--- config.mk ---
export PLATFORM = sky130hd
export DESIGN_NAME = rhg_health_gate
export DESIGN_NICKNAME = d
export VERILOG_FILES = /design/src/hw/rhg_pkg.sv /design/src/hw/rhg_bit_sampler.sv /design/src/hw/rhg_health_gate.sv
export VERILOG_INCLUDE_DIRS = /design/src /design/src/hw
export SDC_FILE = /design/constraint.sdc
export NUM_CORES = 1
export LEC_CHECK = 0
export ABC_AREA = 1
export BUFFER_PORTS_ARGS = -buffer_cell sky130_fd_sc_hd__buf_2
export CAP_MARGIN = 25
export CORE_ASPECT_RATIO = 2
export CORE_MARGIN = 2
export CORE_UTILIZATION = 45
export CTS_CLUSTER_SIZE = 14
export DETAILED_ROUTE_END_ITERATION = 12
export PLACE_DENSITY = 0.72
export SYNTH_ARGS = -nofsm -noshare
export SYNTH_HDL_FRONTEND = slang
export SYNTH_SLANG_ARGS = --single-unit
--- constraint.sdc ---
create_clock -name clk -period 4.8 [get_ports clk]
set_clock_uncertainty 0.2 [all_clocks]
set_input_delay 0 -clock clk [delete_from_list [all_inputs] [get_ports clk]]
set_output_delay 0 -clock clk [all_outputs]
set_load 0.005 [all_outputs]
--- src/hw/rhg_params.svh ---
// Purpose: constants for the random source health gate
// Assumes: 10 MHz clk, raw bits arrive as a level from the analog source
// Notes:   counts are in raw bits, except RHG_SAMPLE_DIV in clk cycles
`ifndef RHG_PARAMS_SVH
`define RHG_PARAMS_SVH

`define RHG_WORD_W        16
`define RHG_SAMPLE_DIV    4'hA
`define RHG_STUCK_LIMIT   8'h40
`define RHG_WIN_LEN       12'h400
`define RHG_ONES_LO       12'h1A0
`define RHG_ONES_HI       12'h260
`define RHG_BYTE_BITS     5'h08
`define RHG_HALF_BITS     5'h10

`endif

--- src/hw/rhg_pkg.sv ---
// Purpose: types for the random source health gate
// Assumes: nothing
// Notes:   one-hot state codes
package rhg_pkg;
  typedef enum logic [2:0] {
    RHG_STARTUP = 3'h1,
    RHG_RUN     = 3'h2,
    RHG_FAIL    = 3'h4
  } rhg_state_e;
endpackage

--- src/hw/rhg_bit_sampler.sv ---
// Purpose: synchronise the raw bit and pulse once per sample period
// Assumes: raw bit is asynchronous to clk
// Notes:   first flop read only by the second
`timescale 1ns/1ps
`default_nettype none
`include "rhg_params.svh"
module rhg_bit_sampler (
  // clock and reset
  input  wire logic clk,
  input  wire logic rst_n,
  // raw source
  input  wire logic rawBitIn,
  // sampled bit
  output logic      sampleBit,
  output logic      sampleStrobe
);
  logic       syncA;
  logic       syncB;
  logic [3:0] divCount;
  logic [3:0] next_divCount;
  logic       next_sampleBit;
  logic       next_sampleStrobe;

  // ----------------------------------------
  // divider for sample enable
  // ----------------------------------------
  always_comb begin
    next_sampleStrobe = 1'b0;
    next_sampleBit    = sampleBit;
    next_divCount     = divCount + 4'h1;
    if (divCount == `RHG_SAMPLE_DIV - 4'h1) begin
      next_divCount     = 4'h0;
      next_sampleStrobe = 1'b1;
      next_sampleBit    = syncB;
    end
  end

  // two-flop synchroniser and registers
  always_ff @(posedge clk or negedge rst_n) begin
    if (!rst_n) begin
      syncA        <= 1'b0;
      syncB        <= 1'b0;
      divCount     <= 4'h0;
      sampleBit    <= 1'b0;
      sampleStrobe <= 1'b0;
    end else begin
      syncA        <= rawBitIn;
      syncB        <= syncA;
      divCount     <= next_divCount;
      sampleBit    <= next_sampleBit;
      sampleStrobe <= next_sampleStrobe;
    end
  end
endmodule
`default_nettype wire

--- src/hw/rhg_health_gate.sv ---
// Purpose: health tests on raw random bits and gated word delivery
// Assumes: consumer takes a word in the cycle wordValid is high
// Notes:   failures are sticky until rst_n
//
// How it works
// startup window checks for dead source first
// total failure blocks every later word
// words holding post-failure bits are dropped
// online ones-count test at startup and always
// no output until startup window passes
// test runs continuously without any request
// words are 8 or 16 bits wide
// entropy bound checked by the ones-count window limits
// repeated consecutive words raise failure
// failures latch as readable sticky flags
// valid low whenever any test fails
`timescale 1ns/1ps
`default_nettype none
`include "rhg_params.svh"
module rhg_health_gate (
  // clock and reset
  input  wire logic                   clk,
  input  wire logic                   rst_n,
  // entropy source
  input  wire logic                   rawBitIn,
  // configuration
  input  wire logic                   wideMode,
  // output words
  output logic [`RHG_WORD_W-1:0]      wordData,
  output logic                        wordValid,
  // status
  output logic                        startupDone,
  output logic                        totalFailFlag,
  output logic                        onlineFailFlag,
  output logic                        repeatFailFlag
);
  logic                   sampleBit;
  logic                   sampleStrobe;
  rhg_pkg::rhg_state_e    state;
  rhg_pkg::rhg_state_e    next_state;
  logic                   lastBit;
  logic                   next_lastBit;
  logic [7:0]             runLen;
  logic [7:0]             next_runLen;
  logic [11:0]            winCount;
  logic [11:0]            next_winCount;
  logic [11:0]            onesCount;
  logic [11:0]            next_onesCount;
  logic [11:0]            onesTotal;
  logic [`RHG_WORD_W-1:0] shiftReg;
  logic [`RHG_WORD_W-1:0] next_shiftReg;
  logic [4:0]             bitCount;
  logic [4:0]             next_bitCount;
  logic [`RHG_WORD_W-1:0] prevWord;
  logic [`RHG_WORD_W-1:0] next_prevWord;
  logic                   havePrev;
  logic                   next_havePrev;
  logic [`RHG_WORD_W-1:0] next_wordData;
  logic                   next_wordValid;
  logic                   next_startupDone;
  logic                   next_totalFail;
  logic                   next_onlineFail;
  logic                   next_repeatFail;
  logic                   stuckHit;
  logic                   winEnd;
  logic                   winBad;
  logic                   wordDone;
  logic [`RHG_WORD_W-1:0] newWord;
  logic                   anyFail;

  // mask a word to its active width
  function automatic logic [`RHG_WORD_W-1:0] fit_word(
    input logic [`RHG_WORD_W-1:0] w,
    input logic                   wide
  );
    fit_word = wide ? w : {8'h00, w[7:0]};
  endfunction

  // sampler instance
  rhg_bit_sampler uSampler (
    .clk          (clk),
    .rst_n        (rst_n),
    .rawBitIn     (rawBitIn),
    .sampleBit    (sampleBit),
    .sampleStrobe (sampleStrobe)
  );

  // ----------------------------------------
  // health test decodes
  // ----------------------------------------
  assign stuckHit = sampleStrobe && (sampleBit == lastBit)
                    && (runLen == `RHG_STUCK_LIMIT - 8'h01);
  assign winEnd   = sampleStrobe && (winCount == `RHG_WIN_LEN - 12'h001);
  // window total including this sample, independent of the wrap below
  assign onesTotal = onesCount + {11'h000, sampleBit};
  assign winBad   = (onesTotal < `RHG_ONES_LO) || (onesTotal > `RHG_ONES_HI); // see R4
  assign newWord  = fit_word({shiftReg[`RHG_WORD_W-2:0], sampleBit}, wideMode);
  assign wordDone = sampleStrobe
                    && (bitCount == (wideMode ? `RHG_HALF_BITS : `RHG_BYTE_BITS) - 5'h01);
  assign anyFail  = totalFailFlag || onlineFailFlag || repeatFailFlag;

  // ----------------------------------------
  // next-state logic
  // ----------------------------------------
  always_comb begin
    next_state       = state;
    next_lastBit     = lastBit;
    next_runLen      = runLen;
    next_winCount    = winCount;
    next_onesCount   = onesCount;
    next_shiftReg    = shiftReg;
    next_bitCount    = bitCount;
    next_prevWord    = prevWord;
    next_havePrev    = havePrev;
    next_wordData    = wordData;
    next_wordValid   = 1'b0;
    next_startupDone = startupDone;
    next_totalFail   = totalFailFlag;
    next_onlineFail  = onlineFailFlag;
    next_repeatFail  = repeatFailFlag;
    if (sampleStrobe) begin
      // run length for stuck-at detection
      next_lastBit  = sampleBit;
      next_runLen   = (sampleBit == lastBit) ? runLen + 8'h01 : 8'h00;
      // ones count over a fixed window, always running
      next_onesCount = onesTotal;
      next_winCount  = winCount + 12'h001;
      next_shiftReg  = {shiftReg[`RHG_WORD_W-2:0], sampleBit};
      next_bitCount  = bitCount + 5'h01;
    end
    if (winEnd) begin
      next_winCount  = 12'h000;
      next_onesCount = 12'h000;
      if (winBad) begin
        next_onlineFail = 1'b1;                    // see R4
      end else if (state == rhg_pkg::RHG_STARTUP) begin
        next_startupDone = 1'b1;
      end
    end
    if (stuckHit) begin
      next_totalFail = 1'b1;                       // see R1
    end
    if (wordDone) begin
      next_bitCount = 5'h00;
      next_prevWord = newWord;
      next_havePrev = 1'b1;
      if (havePrev && newWord == prevWord) begin
        next_repeatFail = 1'b1;                    // see R9
      end
      // deliver only if no failure now or in this very sample
      if (state == rhg_pkg::RHG_RUN && !anyFail && !stuckHit
          && !(winEnd && winBad) && !(havePrev && newWord == prevWord)) begin
        next_wordData  = newWord;                  // see R3
        next_wordValid = 1'b1;
      end
    end
    case (state)
      rhg_pkg::RHG_STARTUP: begin
        if (next_totalFail || next_onlineFail) begin
          next_state = rhg_pkg::RHG_FAIL;
        end else if (next_startupDone) begin
          next_state    = rhg_pkg::RHG_RUN;
          next_bitCount = 5'h00;
          next_havePrev = 1'b0;
        end
      end
      rhg_pkg::RHG_RUN: begin
        if (next_totalFail || next_onlineFail || next_repeatFail) begin
          next_state = rhg_pkg::RHG_FAIL;
        end
      end
      rhg_pkg::RHG_FAIL: begin
        next_wordValid = 1'b0;
      end
      default: begin
        next_state = rhg_pkg::RHG_FAIL;
      end
    endcase
  end

  // ----------------------------------------
  // registers
  // ----------------------------------------
  always_ff @(posedge clk or negedge rst_n) begin
    if (!rst_n) begin
      state          <= rhg_pkg::RHG_STARTUP;
      lastBit        <= 1'b0;
      runLen         <= 8'h00;
      winCount       <= 12'h000;
      onesCount      <= 12'h000;
      shiftReg       <= '0;
      bitCount       <= 5'h00;
      prevWord       <= '0;
      havePrev       <= 1'b0;
      wordData       <= '0;
      wordValid      <= 1'b0;
      startupDone    <= 1'b0;
      totalFailFlag  <= 1'b0;
      onlineFailFlag <= 1'b0;
      repeatFailFlag <= 1'b0;
    end else begin
      state          <= next_state;
      lastBit        <= next_lastBit;
      runLen         <= next_runLen;
      winCount       <= next_winCount;
      onesCount      <= next_onesCount;
      shiftReg       <= next_shiftReg;
      bitCount       <= next_bitCount;
      prevWord       <= next_prevWord;
      havePrev       <= next_havePrev;
      wordData       <= next_wordData;
      wordValid      <= next_wordValid;
      startupDone    <= next_startupDone;
      totalFailFlag  <= next_totalFail;
      onlineFailFlag <= next_onlineFail;
      repeatFailFlag <= next_repeatFail;
    end
  end
endmodule
`default_nettype wire

Word level (Yosys, flattened, before mapping) --
Cells that the tools add are included. W data, S select, Z words.
Word-level totals: bits in registers 102, input bits 4, word-level logic and storage cells 95
Operators by class: $add $sub $neg 6, $lt $le $gt $ge 2, equal/unequal tests 11, mux-type cells 33, bitwise operators 1, reductions and logical operators 22
Operators by type and width (number):
- $mux W12 | 4
- $mux W5 | 6
- $eq A16 B16 Y1 | 1
- $mux W1 | 16
- $mux W16 | 1
- $add A12 B1 Y12 | 1
- $add A12 B1 Y12 const B | 1
- $eq A12 B10 Y1 const B | 1
- $gt A12 B10 Y1 const B | 1
- $lt A12 B9 Y1 const B | 1
- $logic_and A1 B1 Y1 | 10
- $mux W3 | 3
- $pmux W3 S3 | 1
- $add A8 B1 Y8 const B | 1
- $eq A8 B6 Y1 const B | 1
- $mux W8 | 1
- $add A5 B1 Y5 const B | 1
- $eq A5 B5 Y1 | 1
- $logic_or A1 B1 Y1 | 5
- $sub A5 B1 Y5 const B | 1
- $add A4 B1 Y4 const B | 1
- $eq A4 B4 Y1 const B | 1
- $logic_not A1 Y1 | 4
- $mux W4 | 1
- 10 further kinds | 10

Longest topological paths before layout --
Gate-level depths: netlist (run 1).
word-level depth 10, mapped depth 18, gate-level depth less buffers 18

Modules after synthesis --
Synthesis (run 1) repeated with hierarchy kept, for this count alone.
Second synthesis, totals: cell total of the unflattened synthesis 603, area, all modules 4973.5 sq um
By module, submodules not included:
- rhg_health_gate | instances 1, cells each 572, area an instance 4675.7 sq um, sequential area each 2328.5 sq um
- rhg_bit_sampler | instances 1, cells each 31, area an instance 297.8 sq um, sequential area each 200.2 sq um

Worst setup path before layout (run 1) --
Ideal clock, no wire load.
path kind register to register, start point reg uSampler.sampleBit, end point reg bitCount[3], setup time 0.121 ns, data arrival time 2.085 ns, path slack 2.394 ns, stages on the path, launching flop included 18, period minus slack after synthesis 2.406 ns, cells stage by stage dfrtp_1 ha_1 ha_1 nand3_1 inv_1 nand2_1 nand2_1 nand2_1 and2_1 nand2_1 nand2_1 nand3_2 nand2_4 nand2_4 nor2_4 nand2_4 nor2_4 nor2_1
Between the ends: word-level cells in the longest chain between the ends 8
Ends and longest elaborated chain:
- from (decl) | line rhg_bit_sampler.sv:14 | output logic sampleBit,
- from (signal assigned) | line rhg_bit_sampler.sv:50 | sampleBit <= next_sampleBit;
- $add A12 B1 Y12 (*) | line rhg_health_gate.sv:95 | assign onesTotal = onesCount + {11'h000, sampleBit};
- $lt A12 B9 Y1 (no source line) or $gt A12 B10 Y1 (tied branches)
- $logic_or A1 B1 Y1 (*) | line rhg_health_gate.sv:96 | assign winBad = (onesTotal < `RHG_ONES_LO) || (onesTotal > `RHG_ONES_HI);
- $mux W1 (*) | line rhg_health_gate.sv:134 | if (winBad) begin
- $mux W1 (*) | line rhg_health_gate.sv:131 | if (winEnd) begin
- via next_onlineFail | line rhg_health_gate.sv:62 | logic next_onlineFail;
- $logic_or A1 B1 Y1 (*) | line rhg_health_gate.sv:159 | if (next_totalFail || next_onlineFail) begin
- $mux W5 (*) | line rhg_health_gate.sv:159
- $mux W5 (*) | line rhg_health_gate.sv:157 | case (state)
- via next_bitCount[3] | line rhg_health_gate.sv:53 | logic [4:0] next_bitCount;
- to (signal assigned) | line rhg_health_gate.sv:208 | bitCount <= next_bitCount;
- to (decl) | line rhg_health_gate.sv:52 | logic [4:0] bitCount;
Mark *: on every way through the listed nets, which the timed path passes. The rest lies on a longest branch. A chain may end at the register's enable or synchronous reset.

Worst setup path in the final report (run 1) --
start point reg uSampler.sampleStrobe, end point reg wordData[5]
Between the ends: word-level cells in the longest chain between the ends 7
Ends and longest elaborated chain:
- from (decl) | line rhg_bit_sampler.sv:15 | output logic sampleStrobe
- from (signal assigned) | line rhg_bit_sampler.sv:51 | sampleStrobe <= next_sampleStrobe;
- $logic_and A1 B1 Y1 (2 in series) | line rhg_health_gate.sv:91 | assign stuckHit = sampleStrobe && (sampleBit == lastBit)
- $logic_not A1 Y1 | line rhg_health_gate.sv:151 | if (state == rhg_pkg::RHG_RUN && !anyFail && !stuckHit
- $logic_and A1 B1 Y1 | line rhg_health_gate.sv:151
- $logic_and A1 B1 Y1 (2 in series) | line rhg_health_gate.sv:152 | && !(winEnd && winBad) && !(havePrev && newWord == prevWord)) begin
- $reduce_and A2 Y1 (no source line) (*)
- to (signal assigned) | line rhg_health_gate.sv:211 | wordData <= next_wordData;
- to (decl) | line rhg_health_gate.sv:29 | output logic [`RHG_WORD_W-1:0] wordData,
Mark *: on every way between the ends. The rest lies on a longest branch, timed or not.

==> results of run 1 <==
==> what timing repair did <==
action | in CTS | in global routing
hold buffers | 3 | 0
buffers inserted | 0 | 0
endpoints found under the hold margin | 66 | 0
==> final cells by class <==
| type | instances | share of cell area [%] |
|---|---|---|
| Inverter | 106 | 7.124 |
| Tap cell | 140 | 3.136 |
| Timing Repair Buffer | 30 | 3.136 |
| Multi-Input combinational cell | 378 | 35.10 |
| Clock inverter | 6 | 2.128 |
| Sequential cell | 101 | 45.27 |
| Clock buffer | 10 | 4.099 |
==> cells by family after synthesis <==
family          count (synthesis)
compound gates                 89
xor+xnor                       22
fa+ha+maj                       5
buf+inv                       120
flops                         101
mux                             1
simple gates                  261
==> worst paths after layout <==
kind	start	end	slack, ns	cells past startpoint
setup / recovery	uSampler.sampleStrobe	wordData[5]	1.71	9
hold reg to reg	uSampler.syncA	uSampler.syncB	0.16	0
min in group clk	rawBitIn	uSampler.syncA	0.13	2
max in group asynchronous	rst_n	runLen[3]	3.28	3
hold / removal	rst_n	onesCount[4]	0.03	2
setup reg to reg	uSampler.sampleStrobe	wordData[5]	1.71	9
==> flip-flops by register name, summed over array words and instances (netlist names), 3 cells and up <==
register	count
prevWord	16
wordData	16
shiftReg	15
onesCount	12
winCount	12
runLen	8
bitCount	5
uSampler.divCount	4
state	3
==> routing by layer <==
layer  share of wire [%]  track usage, %  vias to the layer above
met5                   0               0                        -
met4                 4.1           10.61                        0
met3                 2.1           3.021                       27
met2                  56           35.80                       63
met1                  37           20.70                     1819
li1                    -               -                     1946
==> power by group through the flow <==
stage | clock (mW) | combinational, mW | sequential [mW]
after global routing | 0.899 | 0.0724 | 0.874
final | 0.842 | 0.0637 | 0.873
after floorplan | 0 | 0.0353 | 0.885
after detailed placement | 0 | 0.0633 | 0.889
after global placement | 0 | 0.0598 | 0.889
after CTS | 0.853 | 0.0655 | 0.873
==> cells in the final DEF, fill, tap and decap left out, types with 2 or more instances in the layout <==
| master | n |
|---|---|
| sky130_fd_sc_hd__nand2_2 | 3 |
| sky130_fd_sc_hd__nor4_1 | 2 |
| sky130_fd_sc_hd__nor3_1 | 12 |
| sky130_fd_sc_hd__dfrtp_1 | 100 |
| sky130_fd_sc_hd__ha_1 | 5 |
| sky130_fd_sc_hd__o21ai_1 | 11 |
| sky130_fd_sc_hd__o22ai_1 | 14 |
| sky130_fd_sc_hd__nor2_1 | 41 |
| sky130_fd_sc_hd__inv_1 | 105 |
| sky130_fd_sc_hd__or2_2 | 2 |
| sky130_fd_sc_hd__nand3_1 | 22 |
| sky130_fd_sc_hd__a31oi_1 | 3 |
| sky130_fd_sc_hd__o211ai_1 | 2 |
| sky130_fd_sc_hd__clkbuf_16 | 9 |
| sky130_fd_sc_hd__buf_4 | 4 |
| sky130_fd_sc_hd__dlygate4sd3_1 | 3 |
| sky130_fd_sc_hd__buf_2 | 23 |
| sky130_fd_sc_hd__nor2_2 | 2 |
| sky130_fd_sc_hd__a21oi_1 | 10 |
| sky130_fd_sc_hd__nor3b_1 | 3 |
| sky130_fd_sc_hd__nand3_2 | 3 |
| sky130_fd_sc_hd__nand4_1 | 11 |
| sky130_fd_sc_hd__nand2_4 | 4 |
| sky130_fd_sc_hd__bufinv_16 | 3 |
| sky130_fd_sc_hd__xor2_1 | 16 |
| sky130_fd_sc_hd__nand2_1 | 144 |
| sky130_fd_sc_hd__xnor2_1 | 6 |
| sky130_fd_sc_hd__nor2_4 | 6 |
| sky130_fd_sc_hd__o21ai_0 | 47 |
==> worst reg2reg max path, delay by kind of cell (launching register included) <==
kind / cells / cell delay [ns]
buffers and inverters: 2 / 0.26
AO/OA/AOI/OAI: 1 / 0.19
flip-flops: 1 / 0.88
AND/OR/NAND/NOR: 6 / 1.48
==> impl_metrics.sql, run 1 <==
INSERT INTO impl_metrics (metric_group, metric, value, unit) VALUES
('routing', 'detailedRoute.firstPassIterationCount', '4', ''),
('timing', 'worst_pin_slew', '0.8259', 'ns'),
('power', 'irDropWorstVdd', '0.1963', 'mV'),
('grt', 'grt_start_max_net_pins', '54', ''),
('timing', 'achievable-frequency', '323.3', 'MHz'),
('routing', 'via_count', '3855', ''),
('logic_synthesis', 'synthAdderAreaFrac', '1.261', '%'),
('place', 'dp.final_hpwl', '7.765', 'mm'),
('place', 'detailedPlace.worstSlack', '1.723', 'ns'),
('grt', 'first_pass_grt_wire_length', '18.34', 'mm'),
('die', 'fp.dieH', '152.5', 'um'),
('final_layout', 'n_fill_cell', '1005', ''),
('logic_synthesis', 'ys_async_sr_fraction', '100.0', '%'),
('timing', 'layout_setup_ws', '1.707', 'ns'),
('timing', 'slew_headroom', '44.94', '%'),
('logic_synthesis', 'syn_area_per_cell', '8.284', 'sq um'),
('die', 'fp.coreArea', '10810', 'sq um'),
('power', 'power', '1.778', 'mW'),
('logic_synthesis', 'yosysTopAreaCell', 'sky130_fd_sc_hd__dfrtp_1', ''),
('flow_run', 'cap_violations', '0', ''),
('die', 'floorplan.initialDensity', '45.90', '%'),
('setup_path', 'arrival', '3.13', 'ns'),
('logic_synthesis', 'synthSimpleGateAreaFrac', '24.51', '%'),
('setup_path', 'critPathBufInv', '2', ''),
('logic_synthesis', 'synth_compound_gate_area_share', '9.657', '%'),
('clock_network', 'clock_latency', '0.35', 'ns'),
('timing', 'timing.setup.tns', '0', 'ns'),
('setup_path', 'slowest_stage', 'sky130_fd_sc_hd__dfrtp_1', ''),
('place', 'post_detailed_placement_cell_area', '5207', 'sq um'),
('grt', 'groute.usage.overall', '19.48', '%'),
('timing', 'fin_hold_ws', '0.02873', 'ns'),
('routing', 'wl_per_cell', '13.57', 'um'),
('clock_network', 'tritoncts_num_sinks', '101', ''),
('power', 'pwr-share-comb', '3.6', '%'),
('timing', 'final_hold_viol_count', '0', ''),
('final_layout', 'drive_gt1_share', '10.78', '%'),
('outcome', 'outcome', 'finished clean', ''),
('setup_path', 'endpoint_kind', 'flop', ''),
('power', 'netSwitchingPower', '381.9', 'uW'),
('die', 'die_area', '11930', 'sq um'),
('logic_synthesis', 'main_combinational_cell_family_by_area_after_synthesis', 'simple AND/OR/NAND/NOR gates', ''),
('clock_network', 'clk_root_buffer_cell', 'sky130_fd_sc_hd__clkbuf_16', ''),
('logic_synthesis', 'count_of_distinct_cell_types_in_the_synthesized_netlist', '38', ''),
('routing', 'routed_wl', '10.46', 'mm'),
('routing', 'avgViaCountPerCell', '5.000', ''),
('clock_network', 'clock_tree.htree_level_count', '3', ''),
('grt', 'first_global_vias', '3995', ''),
('worst_hold_path', 'hold_class', 'in -> async', ''),
('routing', 'dr.first_iter.drc_count', '264', ''),
('setup_path', 'timing.critical_path.slowest_cell_delay', '0.88', 'ns'),
('logic_synthesis', 'post_synth_xor_area_fraction', '3.883', '%'),
('logic_synthesis', 'synth_edf_count', '0', ''),
('timing', 'grt_setup_unrepaired', 'no', ''),
('place', 'routabilityCongestion', '0.9112', ''),
('logic_synthesis', 'synth.cells.most_frequent', 'sky130_fd_sc_hd__nand2_1, sky130_fd_sc_hd__inv_1, sky130_fd_sc_hd__dfrtp_1', ''),
('logic_synthesis', 'synth.ff_latch_count', '101', ''),
('final_layout', 'num-nets-final', '635', ''),
('die', 'boundaryPins', '25', ''),
('routing', 'final_antenna_net_count', '0', ''),
('place', 'port_buffers', '24', ''),
('die', 'die_width', '78.26', 'um'),
('clock_network', 'cts_buffers', '9', ''),
('die', 'row_count', '54', ''),
('logic_synthesis', 'yosysMostFrequentCell', 'sky130_fd_sc_hd__nand2_1', ''),
('logic_synthesis', 'mapped_cells', '599', ''),
('setup_path', 'start_kind', 'flop', ''),
('final_layout', 'final_design_area_no_fill', '5585', 'sq um'),
('power', 'clock_power_share', '47.3', '%'),
('timing', 'timing_max_transition_violations_final', '0', ''),
('power', 'cellLeakagePower', '2.608', 'nW'),
('clock_network', 'clk_pin_slew_worst_paths', '0.07', 'ns');
Note: power is estimated with default switching activity, not from simulation.
==> inputs of run 2 (changes only) <==
==> constraint.sdc (replaced) <==
create_clock -name clk -period 3.2 [get_ports clk]
set_clock_uncertainty 0.2 [all_clocks]
set_input_delay 0 -clock clk [delete_from_list [all_inputs] [get_ports clk]]
set_output_delay 0 -clock clk [all_outputs]
set_load 0.005 [all_outputs]
==> run 2 against run 1 <==
  * Count of clock-buffer cells in the layout shrank 1
  * Global-route usage shrank 0.16 points
  * Non-clock buffer count grew 5
  * Combinational power grew 42%
  * Cell count grew 0.65%
  * First-iteration DRC count shrank 21%
  * Largest cell class unchanged
==> impl_metrics.sql, run 2 (synthesis gave the netlist of run 1 again) <==
INSERT INTO impl_metrics (metric_group, metric, value, unit) VALUES
('routing', 'detailedRoute.firstPassIterationCount', '4', ''),
('final_layout', 'num-nets-final', '640', ''),
('power', 'power', '2.427', 'mW'),
('routing', 'avgViaCountPerCell', '5.010', ''),
('grt', 'grt.overflow.total', '0', ''),
('setup_path', 'worst_ep_required_time', '3.23', 'ns'),
('setup_path', 'reg2reg_slack', '0.48', 'ns'),
('timing', 'timing.setup.tns', '0', 'ns'),
('routing', 'final_antenna_net_count', '0', ''),
('outcome', 'outcome', 'finished clean', ''),
('setup_path', 'start_kind', 'flop', ''),
('place', 'routabilityCongestion', '0.9282', ''),
('timing', 'achievable-frequency', '367.1', 'MHz'),
('setup_path', 'reg2reg_start', 'uSampler.sampleBit', ''),
('clock_network', 'clock_tree.htree_level_count', '3', ''),
('power', 'power_density', '436.6', 'nW/um^2'),
('clock_network', 'tritoncts_num_sinks', '101', ''),
('setup_path', 'slowest_stage', 'sky130_fd_sc_hd__dfrtp_1', ''),
('clock_network', 'cts_buffers', '9', ''),
('die', 'die_area', '11930', 'sq um'),
('timing', 'final.min_clock_period', '2.724', 'ns'),
('setup_path', 'category_of_cells_accounting_for_the_largest_share_of_critical_path_delay', 'simple AND/OR/NAND/NOR gates', ''),
('setup_path', 'crit_path_cell_trace', 'ha_1 > ha_1 > nand2_1 > inv_1 > nand3_1 > xor2_1 > nor2_1 > nand3_2 > nand2_4 > nand2_4 > nor2_4 > nand2_4 > nor2_4 > nor2_1', ''),
('grt', 'first_global_vias', '4023', ''),
('routing', 'met1Wirelength', '3.822', 'mm'),
('grt', 'groute.usage.overall', '19.32', '%'),
('timing', 'timing_max_transition_violations_final', '0', ''),
('place', 'port_buffers', '24', ''),
('die', 'row_count', '54', ''),
('clock_network', 'post_cts_repair_resize_count', '0', ''),
('grt', 'grt_start_max_net_pins', '61', ''),
('timing', 'fin_hold_ws', '0.05893', 'ns'),
('setup_path', 'endpoint_kind', 'flop', ''),
('final_layout', 'area.growth.synth_to_final', '12.00', '%'),
('power', 'cellLeakagePower', '2.592', 'nW'),
('place', 'dp.final_hpwl', '7.782', 'mm'),
('die', 'fp.coreArea', '10810', 'sq um'),
('routing', 'route.detailed.drc', '0', ''),
('timing', 'grt_setup_unrepaired', 'no', ''),
('die', 'floorplan.initialDensity', '45.90', '%'),
('final_layout', 'antenna-diode-count', '0', ''),
('routing', 'routed_wl', '10.45', 'mm'),
('timing', 'period_share', '85.12', '%'),
('final_layout', 'most_common_library_cell_in_the_layout_ignoring_fill_and_taps', 'sky130_fd_sc_hd__nand2_1', ''),
('grt', 'grt_antenna_before_repair', '0', ''),
('final_layout', 'layout_common_cells', 'sky130_fd_sc_hd__nand2_1, sky130_fd_sc_hd__inv_1, sky130_fd_sc_hd__dfrtp_1, sky130_fd_sc_hd__o21ai_0, sky130_fd_sc_hd__nor2_1', ''),
('routing', 'dr.first_iter.drc_count', '208', ''),
('routing', 'top_layer', 'met4', ''),
('power', 'irDropWorstVdd', '0.3068', 'mV'),
('timing', 'slew_headroom', '51.23', '%'),
('setup_path', 'arrival', '2.76', 'ns'),
('routing', 'wl_per_cell', '13.47', 'um'),
('timing', 'layout_setup_ws', '0.4762', 'ns'),
('timing', 'final_setup_violation_count', '0', ''),
('final_layout', 'drive_gt1_share', '11.64', '%'),
('final_layout', 'post_layout_nonfiller_instances', '776', ''),
('worst_hold_path', 'hold_class', 'in -> async', ''),
('clock_network', 'cts.path.max_buffers', '2', ''),
('setup_path', 'critPathBufInv', '1', ''),
('setup_path', 'worst-r2r-cell-count', '14', ''),
('flow_run', 'cap_violations', '0', ''),
('setup_path', 'timing.critical_path.slowest_cell_delay', '0.50', 'ns'),
('place', 'detailedPlace.worstSlack', '0.5167', 'ns'),
('routing', 'via_count', '3888', ''),
('place', 'numPlacedInstances', '757', ''),
('die', 'die_width', '78.26', 'um'),
('setup_path', 'timing.setup.critical_path_class', 'reg -> reg', ''),
('routing', 'wl_met3', '266', 'um'),
('routing', 'route.met2.wl', '5.826', 'mm'),
('clock_network', 'clock_latency', '0.35', 'ns'),
('die', 'fp.dieH', '152.5', 'um'),
('die', 'boundaryPins', '25', ''),
('place', 'post_detailed_placement_cell_area', '5245', 'sq um'),
('setup_path', 'cpMostUsedCell', 'sky130_fd_sc_hd__nand2_4', ''),
('setup_path', 'crit_start', 'uSampler.sampleBit', ''),
('final_layout', 'largest_registers', 'prevWord (16), wordData (16), shiftReg (15)', ''),
('setup_path', 'cp_max_fo', '8', ''),
('clock_network', 'clk_root_buffer_cell', 'sky130_fd_sc_hd__clkbuf_16', ''),
('clock_network', 'cts_tree', 'done', ''),
('clock_network', 'clk_pin_slew_worst_paths', '0.07', 'ns'),
('final_layout', 'layout.core_utilization', '51.41', '%'),
('final_layout', 'final_design_area_no_fill', '5558', 'sq um'),
('setup_path', 'crit-reg2reg-capture', 'bitCount[3]', ''),
('timing', 'worst_pin_slew', '0.7316', 'ns'),
('timing', 'final_hold_viol_count', '0', ''),
('grt', 'first_pass_grt_wire_length', '18.20', 'mm');
-- run 2: cell count changes in the layout (fill, tap and decap cells not counted), sizes merged --
cell,change
buf,+5
bufinv,-3
clkbuf,-1
clkinv,+1
clkinvlp,+3
-- run 2: worst max path at each step --
stage,endpoint,depth (start not counted)
after floorplan,bitCount[3],17
after global placement,bitCount[3],16
after detailed placement,bitCount[3],14
after CTS,bitCount[3],14
after global routing,bitCount[3],17
final,bitCount[3],14
-- run 2: layer usage --
metal / vias to the layer above / track usage (%)
li1: 1954 / -
met1: 1822 / 20.01
met2: 75 / 35.22
met3: 37 / 3.140
met4: 0 / 12.03
met5: - / 0
-- run 2: worst register-to-register path, delay by kind of cell, from the launching register on --
kind                     cells  cell delay [ns]
AND/OR/NAND/NOR             10             1.11
buffers and inverters        1             0.10
adder cells (fa/ha/maj)      2             0.54
flip-flops                   1             0.50
XOR/XNOR                     1             0.16
-- run 2: power by group --
| group | leakage (nW) | total [mW] | internal (mW) | switching (mW) |
|---|---|---|---|---|
| Sequential | 1.27 | 1.31 | 1.29 | 0.0171 |
| Clock | 0.129 | 1.03 | 0.535 | 0.493 |
| Combinational | 1.20 | 0.0906 | 0.0292 | 0.0614 |
-- run 2: timing repair --
| action | 4_1_cts | 5_1_grt |
|---|---|---|
| hold buffers | 3 | 0 |
| hold endpoints to repair | 69 | 0 |
| setup buffers | 0 | 0 |
-- run 2: cell type report --
class / count / area [sq um]
flip-flops and latches: 101 / 2529
inverters: 106 / 397.9
repair buffers: 35 / 212.7
clock buffers: 9 / 225.2
clock inverters: 7 / 57.56
well taps: 140 / 175.2
multi-input cells: 378 / 1961
fillers: 1008 / 5253
